==> src/design/mic_pkg.sv <==
// package: register map, fields, reset values and timing constants of the interrupt controller
package mic_pkg;
  // register byte addresses on the APB bus
  localparam logic [7:0] MAIN_REQ_ADDR   = 8'h00;
  localparam logic [7:0] IRQ_CTRL_ADDR   = 8'h04;
  localparam logic [7:0] MASK_ADDR       = 8'h08;
  localparam logic [7:0] PORT_CTRL_ADDR  = 8'h0C;
  localparam logic [7:0] PORT_A_REQ_ADDR = 8'h10;
  localparam logic [7:0] PORT_C_REQ_ADDR = 8'h14;
  // main request register field positions
  localparam int PR_BIT    = 3;
  localparam int TE_BIT    = 2;
  localparam int PC_BIT    = 1;
  localparam int PA_BIT    = 0;
  localparam int SLEEP_BIT = 2;
  // control register field positions
  localparam int DEB_BIT   = 1;
  localparam int EN_BIT    = 0;
  // mask register field positions
  localparam int MPA_BIT   = 0;
  localparam int MPC_BIT   = 1;
  localparam int MPS0_BIT  = 2;
  localparam int MPS1_BIT  = 3;
  localparam int TIMER_REQUEST_MASK_BIT  = 4;
  localparam int MAND_BIT  = 5;
  localparam int MSWB_BIT  = 6;
  // port control field positions
  localparam int AND_BIT   = 0;
  // reset values
  localparam logic [3:0] CTRL_RST = 4'h0;
  localparam logic [6:0] MASK_RST = 7'h00;
  localparam logic [3:0] FLAG_RST = 4'h0;
  // prescaler: ticks enter at 32 Hz; taps divide to 8 Hz and 1 Hz
  localparam int PS_DIV_8  = 4;
  localparam int PS_DIV_1  = 32;
  localparam logic [4:0] PS_CNT_MAX = 5'h1F;
  typedef enum logic [1:0] {MIC_SEL_32, MIC_SEL_8, MIC_SEL_1, MIC_SEL_OFF} mic_tap_e;
endpackage

==> src/design/mic_req_if.sv <==
// interface: prescaler tap request between the prescaler selector and the main controller
`timescale 1ns/1ps
interface mic_req_if;
  logic       ps_tick;
  logic [1:0] tap_sel;
  modport sel  (input tap_sel, output ps_tick);
  modport ctrl (output tap_sel, input ps_tick);
endinterface

==> src/design/mic_irq_ctrl.sv <==
// main file: interrupt controller with APB register slave
// Notes on behaviour
// - six maskable sources: port A, port C, A-and-C, prescaler, timer, serial buffer
// - cpu interrupt needs flag set, its mask one and global enable one
// - masks: one per port, two prescaler masks, one timer mask
// - initial reset clears every mask bit
// - halt sets global enable unless it starts automatic serial buffer transfer
// - reading main request register clears timer and prescaler flags
// - port flags clear only when their own port request register is read
// - taking interrupt clears global enable; software must set it again
// - requests during service stay pending and raise a new interrupt afterwards
// - timer and prescaler flags set regardless of their masks
// - prescaler interrupt tap selects 32, 8 or 1 Hz
// - main register: prescaler bit3, timer bit2, port C bit1, port A bit0
// - writing one to bit 2 of main register enters sleep when guard set
// - control bit 0 is global enable, resets to zero
// - control bit 1 selects debounce clock, short at zero, resets to zero
// - timer flag sets when the timer counter reaches zero
// - port control bit 0 selects and-combination of port A and C
//
// The register offsets and the APB slave port are this design's own decisions.
`timescale 1ns/1ps
module mic_irq_ctrl (
  input  wire logic        pclk,
  input  wire logic        presetn,
  input  wire logic        psel,
  input  wire logic        penable,
  input  wire logic        pwrite,
  input  wire logic [7:0]  paddr,
  input  wire logic [31:0] pwdata,
  output logic      [31:0] prdata,
  output logic             pready,
  output logic             pslverr,
  input  wire logic [3:0]  port_a_evt,
  input  wire logic [3:0]  port_c_evt,
  input  wire logic        tick_32hz,
  input  wire logic        timer_zero,
  input  wire logic        swb_req,
  input  wire logic        swb_interactive,
  input  wire logic        halt_exec,
  input  wire logic        swb_auto_start,
  input  wire logic        swb_auto_busy,
  input  wire logic        irq_ack,
  input  wire logic        sleep_guard,
  output logic             cpu_irq,
  output logic             sleep_req,
  output logic             debounce_clock_select,
  output logic             swb_request_flag
);
  ////////////////////////////////////////////////////////////////////////////
  typedef struct packed {
    logic [3:0]  port_a_request_register;
    logic [3:0]  port_c_request_register;
    logic        port_a_request_flag;
    logic        port_c_request_flag;
    logic        timer_request_flag;
    logic        prescaler_request_flag;
    logic        swb_flag;
    logic        global_irq_enable;
    logic        debounce_clock_select;
    logic        port_and_combine_select;
    logic [6:0]  mask;
    logic [1:0]  tap_sel;
    logic        sleep;
    logic        irq;
    logic [31:0] rdata;
    logic [7:0]  pin_s1;
    logic [7:0]  pin_s2;
  } mic_st_s;

  mic_st_s   st_r;
  mic_st_s   st_nxt;
  mic_req_if rq ();

  mic_ps_tap mic_ps_tap_i (
    .pclk      (pclk),
    .presetn   (presetn),
    .tick_32hz (tick_32hz),
    .rq        (rq.sel)
  );
  assign rq.tap_sel = st_r.tap_sel;

  ////////////////////////////////////////////////////////////////////////////
  // apb decode; zero wait states, unmapped addresses answer with an error
  logic access;
  logic wr;
  logic rd;
  logic mapped;
  assign access  = psel & penable;
  assign wr      = access & pwrite;
  assign rd      = access & ~pwrite;
  assign mapped  = (paddr == mic_pkg::MAIN_REQ_ADDR) || (paddr == mic_pkg::IRQ_CTRL_ADDR)
                || (paddr == mic_pkg::MASK_ADDR) || (paddr == mic_pkg::PORT_CTRL_ADDR)
                || (paddr == mic_pkg::PORT_A_REQ_ADDR) || (paddr == mic_pkg::PORT_C_REQ_ADDR);
  assign pready  = 1'b1;
  assign pslverr = access & ~mapped;

  logic rd_main;
  logic rd_pa;
  logic rd_pc;
  assign rd_main = rd && (paddr == mic_pkg::MAIN_REQ_ADDR);
  assign rd_pa   = rd && (paddr == mic_pkg::PORT_A_REQ_ADDR);
  assign rd_pc   = rd && (paddr == mic_pkg::PORT_C_REQ_ADDR);

  // masked request terms
  logic and_evt;
  logic any_masked;
  assign and_evt = st_r.port_and_combine_select & st_r.port_a_request_flag & st_r.port_c_request_flag;
  assign any_masked =
      (st_r.port_a_request_flag & st_r.mask[mic_pkg::MPA_BIT] & ~st_r.port_and_combine_select)
    | (st_r.port_c_request_flag & st_r.mask[mic_pkg::MPC_BIT] & ~st_r.port_and_combine_select)
    | (and_evt & st_r.mask[mic_pkg::MAND_BIT])
    | (st_r.prescaler_request_flag & (st_r.mask[mic_pkg::MPS0_BIT] | st_r.mask[mic_pkg::MPS1_BIT]))
    | (st_r.timer_request_flag & st_r.mask[mic_pkg::TIMER_REQUEST_MASK_BIT])
    | (st_r.swb_flag & st_r.mask[mic_pkg::MSWB_BIT]);

  ////////////////////////////////////////////////////////////////////////////
  // next-state logic; flag sets are applied after read clears so they win; irq_ack clears enable last
  always_comb begin
    st_nxt       = st_r;
    st_nxt.sleep = 1'b0;
    st_nxt.rdata = 32'h0000_0000;
    // two-flop synchroniser for port events; only the second stage feeds logic
    st_nxt.pin_s1 = {port_c_evt, port_a_evt};
    st_nxt.pin_s2 = st_r.pin_s1;
    // port detail registers clear on their own read
    if (rd_pa) begin
      st_nxt.port_a_request_register = 4'h0;
      st_nxt.port_a_request_flag     = 1'b0;
    end
    if (rd_pc) begin
      st_nxt.port_c_request_register = 4'h0;
      st_nxt.port_c_request_flag     = 1'b0;
    end
    // read of main register clears timer and prescaler
    if (rd_main) begin
      st_nxt.timer_request_flag     = 1'b0;
      st_nxt.prescaler_request_flag = 1'b0;
    end
    st_nxt.port_a_request_register = st_nxt.port_a_request_register | st_r.pin_s2[3:0];
    st_nxt.port_c_request_register = st_nxt.port_c_request_register | st_r.pin_s2[7:4];
    if (|st_r.pin_s2[3:0]) begin
      st_nxt.port_a_request_flag = 1'b1;
    end
    if (|st_r.pin_s2[7:4]) begin
      st_nxt.port_c_request_flag = 1'b1;
    end
    // timer and prescaler flags set regardless of masks
    if (timer_zero) begin
      st_nxt.timer_request_flag = 1'b1;
    end
    if (rq.ps_tick) begin
      st_nxt.prescaler_request_flag = 1'b1;
    end
    // serial buffer source counts only in interactive mode
    st_nxt.swb_flag = swb_req & swb_interactive;
    // register writes
    if (wr) begin
      unique case (paddr)
        mic_pkg::MAIN_REQ_ADDR: begin
          // sleep request only when the guard allows it
          st_nxt.sleep = pwdata[mic_pkg::SLEEP_BIT] & sleep_guard;
        end
        mic_pkg::IRQ_CTRL_ADDR: begin
          st_nxt.global_irq_enable     = pwdata[mic_pkg::EN_BIT];
          st_nxt.debounce_clock_select = pwdata[mic_pkg::DEB_BIT];
        end
        mic_pkg::MASK_ADDR: begin
          st_nxt.mask    = pwdata[6:0];
          st_nxt.tap_sel = pwdata[9:8];
        end
        mic_pkg::PORT_CTRL_ADDR: begin
          st_nxt.port_and_combine_select = pwdata[mic_pkg::AND_BIT];
        end
        default: begin
        end
      endcase
    end
    // halt sets enable, except when it starts automatic transfer
    if (halt_exec && !swb_auto_start) begin
      st_nxt.global_irq_enable = 1'b1;
    end
    // taking an interrupt drops the enable
    if (irq_ack) begin
      st_nxt.global_irq_enable = 1'b0;
    end
    // one line, evaluated each cycle; blocked during automatic transfer
    // pending flags re-raise once software re-enables
    st_nxt.irq = any_masked & st_nxt.global_irq_enable & ~swb_auto_busy & ~irq_ack;
    // read data is registered; value presented in access phase is a setup-cycle snapshot
    if (psel && !penable && !pwrite) begin
      unique case (paddr)
        mic_pkg::MAIN_REQ_ADDR: st_nxt.rdata = {28'h000_0000, st_r.prescaler_request_flag,
                                  st_r.timer_request_flag, st_r.port_c_request_flag,
                                  st_r.port_a_request_flag};
        mic_pkg::IRQ_CTRL_ADDR: st_nxt.rdata = {30'h0000_0000, st_r.debounce_clock_select,
                                  st_r.global_irq_enable};
        mic_pkg::MASK_ADDR:     st_nxt.rdata = {22'h00_0000, st_r.tap_sel, 1'b0, st_r.mask};
        mic_pkg::PORT_CTRL_ADDR: st_nxt.rdata = {31'h0000_0000, st_r.port_and_combine_select};
        mic_pkg::PORT_A_REQ_ADDR: st_nxt.rdata = {28'h000_0000, st_r.port_a_request_register};
        mic_pkg::PORT_C_REQ_ADDR: st_nxt.rdata = {28'h000_0000, st_r.port_c_request_register};
        default: st_nxt.rdata = 32'h0000_0000;
      endcase
    end
  end

  ////////////////////////////////////////////////////////////////////////////
  // state register
  // masks and control clear on reset
  always_ff @(posedge pclk or negedge presetn) begin
    if (!presetn) begin
      st_r      <= '0;
      st_r.mask <= mic_pkg::MASK_RST;
    end else begin
      st_r <= st_nxt;
    end
  end

  assign prdata                = st_r.rdata;
  assign cpu_irq               = st_r.irq;
  assign sleep_req             = st_r.sleep;
  assign debounce_clock_select = st_r.debounce_clock_select;
  assign swb_request_flag      = st_r.swb_flag;
endmodule

==> src/design/mic_ps_tap.sv <==
// prescaler tap selector: turns 32 Hz ticks into 32, 8 or 1 Hz interrupt events
`timescale 1ns/1ps
module mic_ps_tap (
  input  wire logic pclk,
  input  wire logic presetn,
  input  wire logic tick_32hz,
  mic_req_if.sel    rq
);
  typedef struct packed {
    logic [4:0] cnt;
    logic       tick;
  } mic_ps_s;
  mic_ps_s st_r;
  mic_ps_s st_nxt;

  // divide the base tick; counter wraps on its own every 32 ticks
  always_comb begin
    st_nxt      = st_r;
    st_nxt.tick = 1'b0;
    if (tick_32hz) begin
      st_nxt.cnt = st_r.cnt + 5'h01;
      unique case (mic_pkg::mic_tap_e'(rq.tap_sel))
        mic_pkg::MIC_SEL_32: st_nxt.tick = 1'b1;
        mic_pkg::MIC_SEL_8:  st_nxt.tick = (st_r.cnt[1:0] == 2'(mic_pkg::PS_DIV_8 - 1));
        mic_pkg::MIC_SEL_1:  st_nxt.tick = (st_r.cnt == mic_pkg::PS_CNT_MAX);
        mic_pkg::MIC_SEL_OFF: st_nxt.tick = 1'b0;
      endcase
    end
  end

  always_ff @(posedge pclk or negedge presetn) begin
    if (!presetn) begin
      st_r <= '0;
    end else begin
      st_r <= st_nxt;
    end
  end

  assign rq.ps_tick = st_r.tick;
endmodule

==> config.mk <==
export PLATFORM = sky130hd
export DESIGN_NAME = mic_irq_ctrl
export DESIGN_NICKNAME = d
export VERILOG_FILES = /design/src/design/mic_pkg.sv /design/src/design/mic_req_if.sv /design/src/design/mic_irq_ctrl.sv /design/src/design/mic_ps_tap.sv
export SDC_FILE = /design/constraint.sdc
export NUM_CORES = 1
export LEC_CHECK = 0
export BUFFER_PORTS_ARGS = -buffer_cell sky130_fd_sc_hd__buf_2
export CAP_MARGIN = 20
export CORE_ASPECT_RATIO = 0.6
export CORE_UTILIZATION = 52
export CTS_CLUSTER_DIAMETER = 200
export CTS_CLUSTER_SIZE = 14
export DETAILED_ROUTE_END_ITERATION = 10
export GPL_TIMING_DRIVEN = 0
export PLACE_DENSITY_LB_ADDON = 0.25
export SLEW_MARGIN = 20
export SYNTH_ARGS = -nofsm -noshare
export SYNTH_HDL_FRONTEND = slang
export SYNTH_HIERARCHICAL = 1
export SYNTH_SLANG_ARGS = --single-unit
==> constraint.sdc <==
create_clock -name pclk -period 3.5 [get_ports pclk]
set_clock_uncertainty 0.05 [all_clocks]
set_input_delay 0.35 -clock pclk [delete_from_list [all_inputs] [get_ports pclk]]
set_output_delay 0.35 -clock pclk [all_outputs]
set_load 0.02 [all_outputs]
==> results.ini <==
[timing]
setup_viol = 0
period_share_pct = 57.7
timing.final.hold_violations = 0
worst_pin_slew_ps = 685
tns_ps = 0
grt_setup_unrepaired = false
worst_hold_slack_ps = 6.76
timing.fmax_mhz = 496
slew_viol_final = 0
worst_slack_ps = 1480
max_slew_margin_pct = 54.3
fin_crit_ps = 2020

[yosys]
synth_common_cells = 58 x dfrtp_1, 33 x buf_4, 14 x mux2_2
avgSynthCellArea_sq_um = 12.8
synth.distinct_cells = 39
yosys.area.top_type = dfrtp_1
syn_area_sq_um = 2520
yosysSeqAreaShare_pct = 57.5
yosys_most_used_dff = dfrtp_1
post-synth-top-area-fraction_pct = 57.5
synth.most_common_cell = dfrtp_1
synth_area_leaders = dfrtp_1 58%, buf_4 9.8%, mux2_2 6.2%
ys.warnings.count = 6
ys_ff_latch = 58
synth-async-reset-ratio_pct = 100
postSynthCellCount = 197
synth_edf_count = 0

[final_layout]
final_cell_area_sq_um = 3120
nNetsFinal = 345
antenna_cells = 0
drive_gt1_share_pct = 44.4
area_delta_synth_final_pct = 23.7
fillers = 386

[place]
dpl.hpwl_um = 3220
place_congestion = 0.849
preCtsSetupSlack_ps = 1360
port_buffers = 51
place_area_sq_um = 2940

[global_routing]
first_global_vias = 1401
grt_pass1_wl_um = 6830
grt_start_max_net_pins = 59
overflow = 0
grt_antenna_before_repair = 0
gr-usage-all-layers_pct = 18.1

[setup_path]
critPathLaunch = paddr[5]
critPathArrivalTime_ps = 1620
endpoint_kind = output pin
path_class = in2out
worstSetupStartpointType = input pin
required_ps = 3100
rr_startpoint = mic_ps_tap_i/st_r[1]
cp_max_fo = 4

[floorplan]
ios = 100
die_h_um = 56.0
row_count = 19
die_w_um = 91.9
core_sq_um = 4610
start_util_pct = 54.7
die-area_sq_um = 5140

[pwr]
p_leak_uw = 0.00154
pwr_density_cell_nw_per_um2 = 469
ir_worst_vdd_mv = 0.320

[route]
dr.first_iter.drc_count = 87
via_per_inst = 4.79
routed-via-count = 1671
drc = 0
final_antenna_net_count = 0
wl_um = 4170
wl_per_cell_um = 12.0
dr.pass1.iters = 4

[cts]
worstSkewPairLatency_ps = 330
cts_tree = yes
postCtsSetupBuffers = 0
root_buffer = clkbuf_8
cts_buffers = 9
cts_buffer_depth = 2
cts-hold-fix-buffers = 0
ctsResizeCount = 0
htreeDepth = 3
cts_sinks = 58
cts.clk_slew.worst_paths_ps = 60

[job]
maxCapViolations = 0

[run_status]
status = finished clean

[hold_path]
hold_class = in2async

state kept, by name, summed over array words and instances, names as in the netlist:
signal / flops
cpu_irq: 1
debounce_clock_select: 1
st_r: 29
prdata: 9
swb_request_flag: 1
mic_ps_tap_i/st_r: 5
mic_ps_tap_i/rq.ps_tick: 1
st_nxt: 8
rq.tap_sel: 2
sleep_req: 1
metal layers:
metal	up-vias	global-route usage, %	part of all wire, %	routed length (um)
li1	801	-	-	-
met1	794	27.6	48	2020
met3	7	5.87	8.4	349
met5	-	0	0	0
met4	0	7.37	1.0	43
met2	69	23.7	42	1760
placed cells by master, fill, tap and decap left out, types with 3 or more instances in the layout:
cell type,synthesis,layout
mux2_2,14,14
nand2_1,7,7
clkbuf_8,0,10
buf_2,0,50
nand3_1,3,3
buf_4,33,34
and2_1,6,6
nor2_1,10,10
nor3_1,4,4
a21o_1,12,12
conb_1,2,24
a22oi_1,5,5
clkinvlp_4,0,3
dfrtp_1,58,58
final timing paths:
check,end,depth (start not counted),slack (ps)
setup / recovery,pslverr,5,1480
hold / removal,prdata[1],1,7
setup reg to reg,mic_ps_tap_i/st_r[5],4,1980
hold reg to reg,st_r[3],0,300
max in group asynchronous,st_r[3],1,2930
min in group pclk,st_nxt[7],1,70
kinds of logic after synthesis:
group | count (synthesis) | share of synthesized area (%)
muxes | 18 | 9.22
and+or+nand+nor | 49 | 12.0
AOI/OAI and AO/OA | 27 | 8.08
other | 2 | 0.298
xor gates and xnor gates | 3 | 1.04
DFF | 58 | 57.5
buffers and inverters | 38 | 10.9
adders and majority gates | 2 | 0.991
metrics by stage:
step	util (%)	power, uW	instances
floorplan	-	886	219
global placement	63.8	939	333
detailed placement	63.8	947	333
CTS	67.7	1490	349
global route	67.7	1540	349
finish	67.7	1460	349
report_power, final:
group          switching, uW  total, uW  internal, uW
Combinational           89.7        187          97.7
Sequential              31.7        746           715
Clock                    256        531           275
Total                    378       1460          1090
final cells by class:
type	count	area, sq um	share of cell area, %
flip-flops and latches	58	1450	46.5
multi-input cells	123	881	28.2
plain buffers	36	267	8.54
repair buffers	51	258	8.26
clock buffers	10	138	4.41
well taps	63	78.8	2.53
clock inverters	6	41.3	1.32
inverters	2	7.51	0.240
critical path: stages:
cell       delay (ps)
buf_2             100
or3_4             400
a2111oi_0         470
nor2_1            110
buf_2             180
Power figures use the tool's default switching activity.
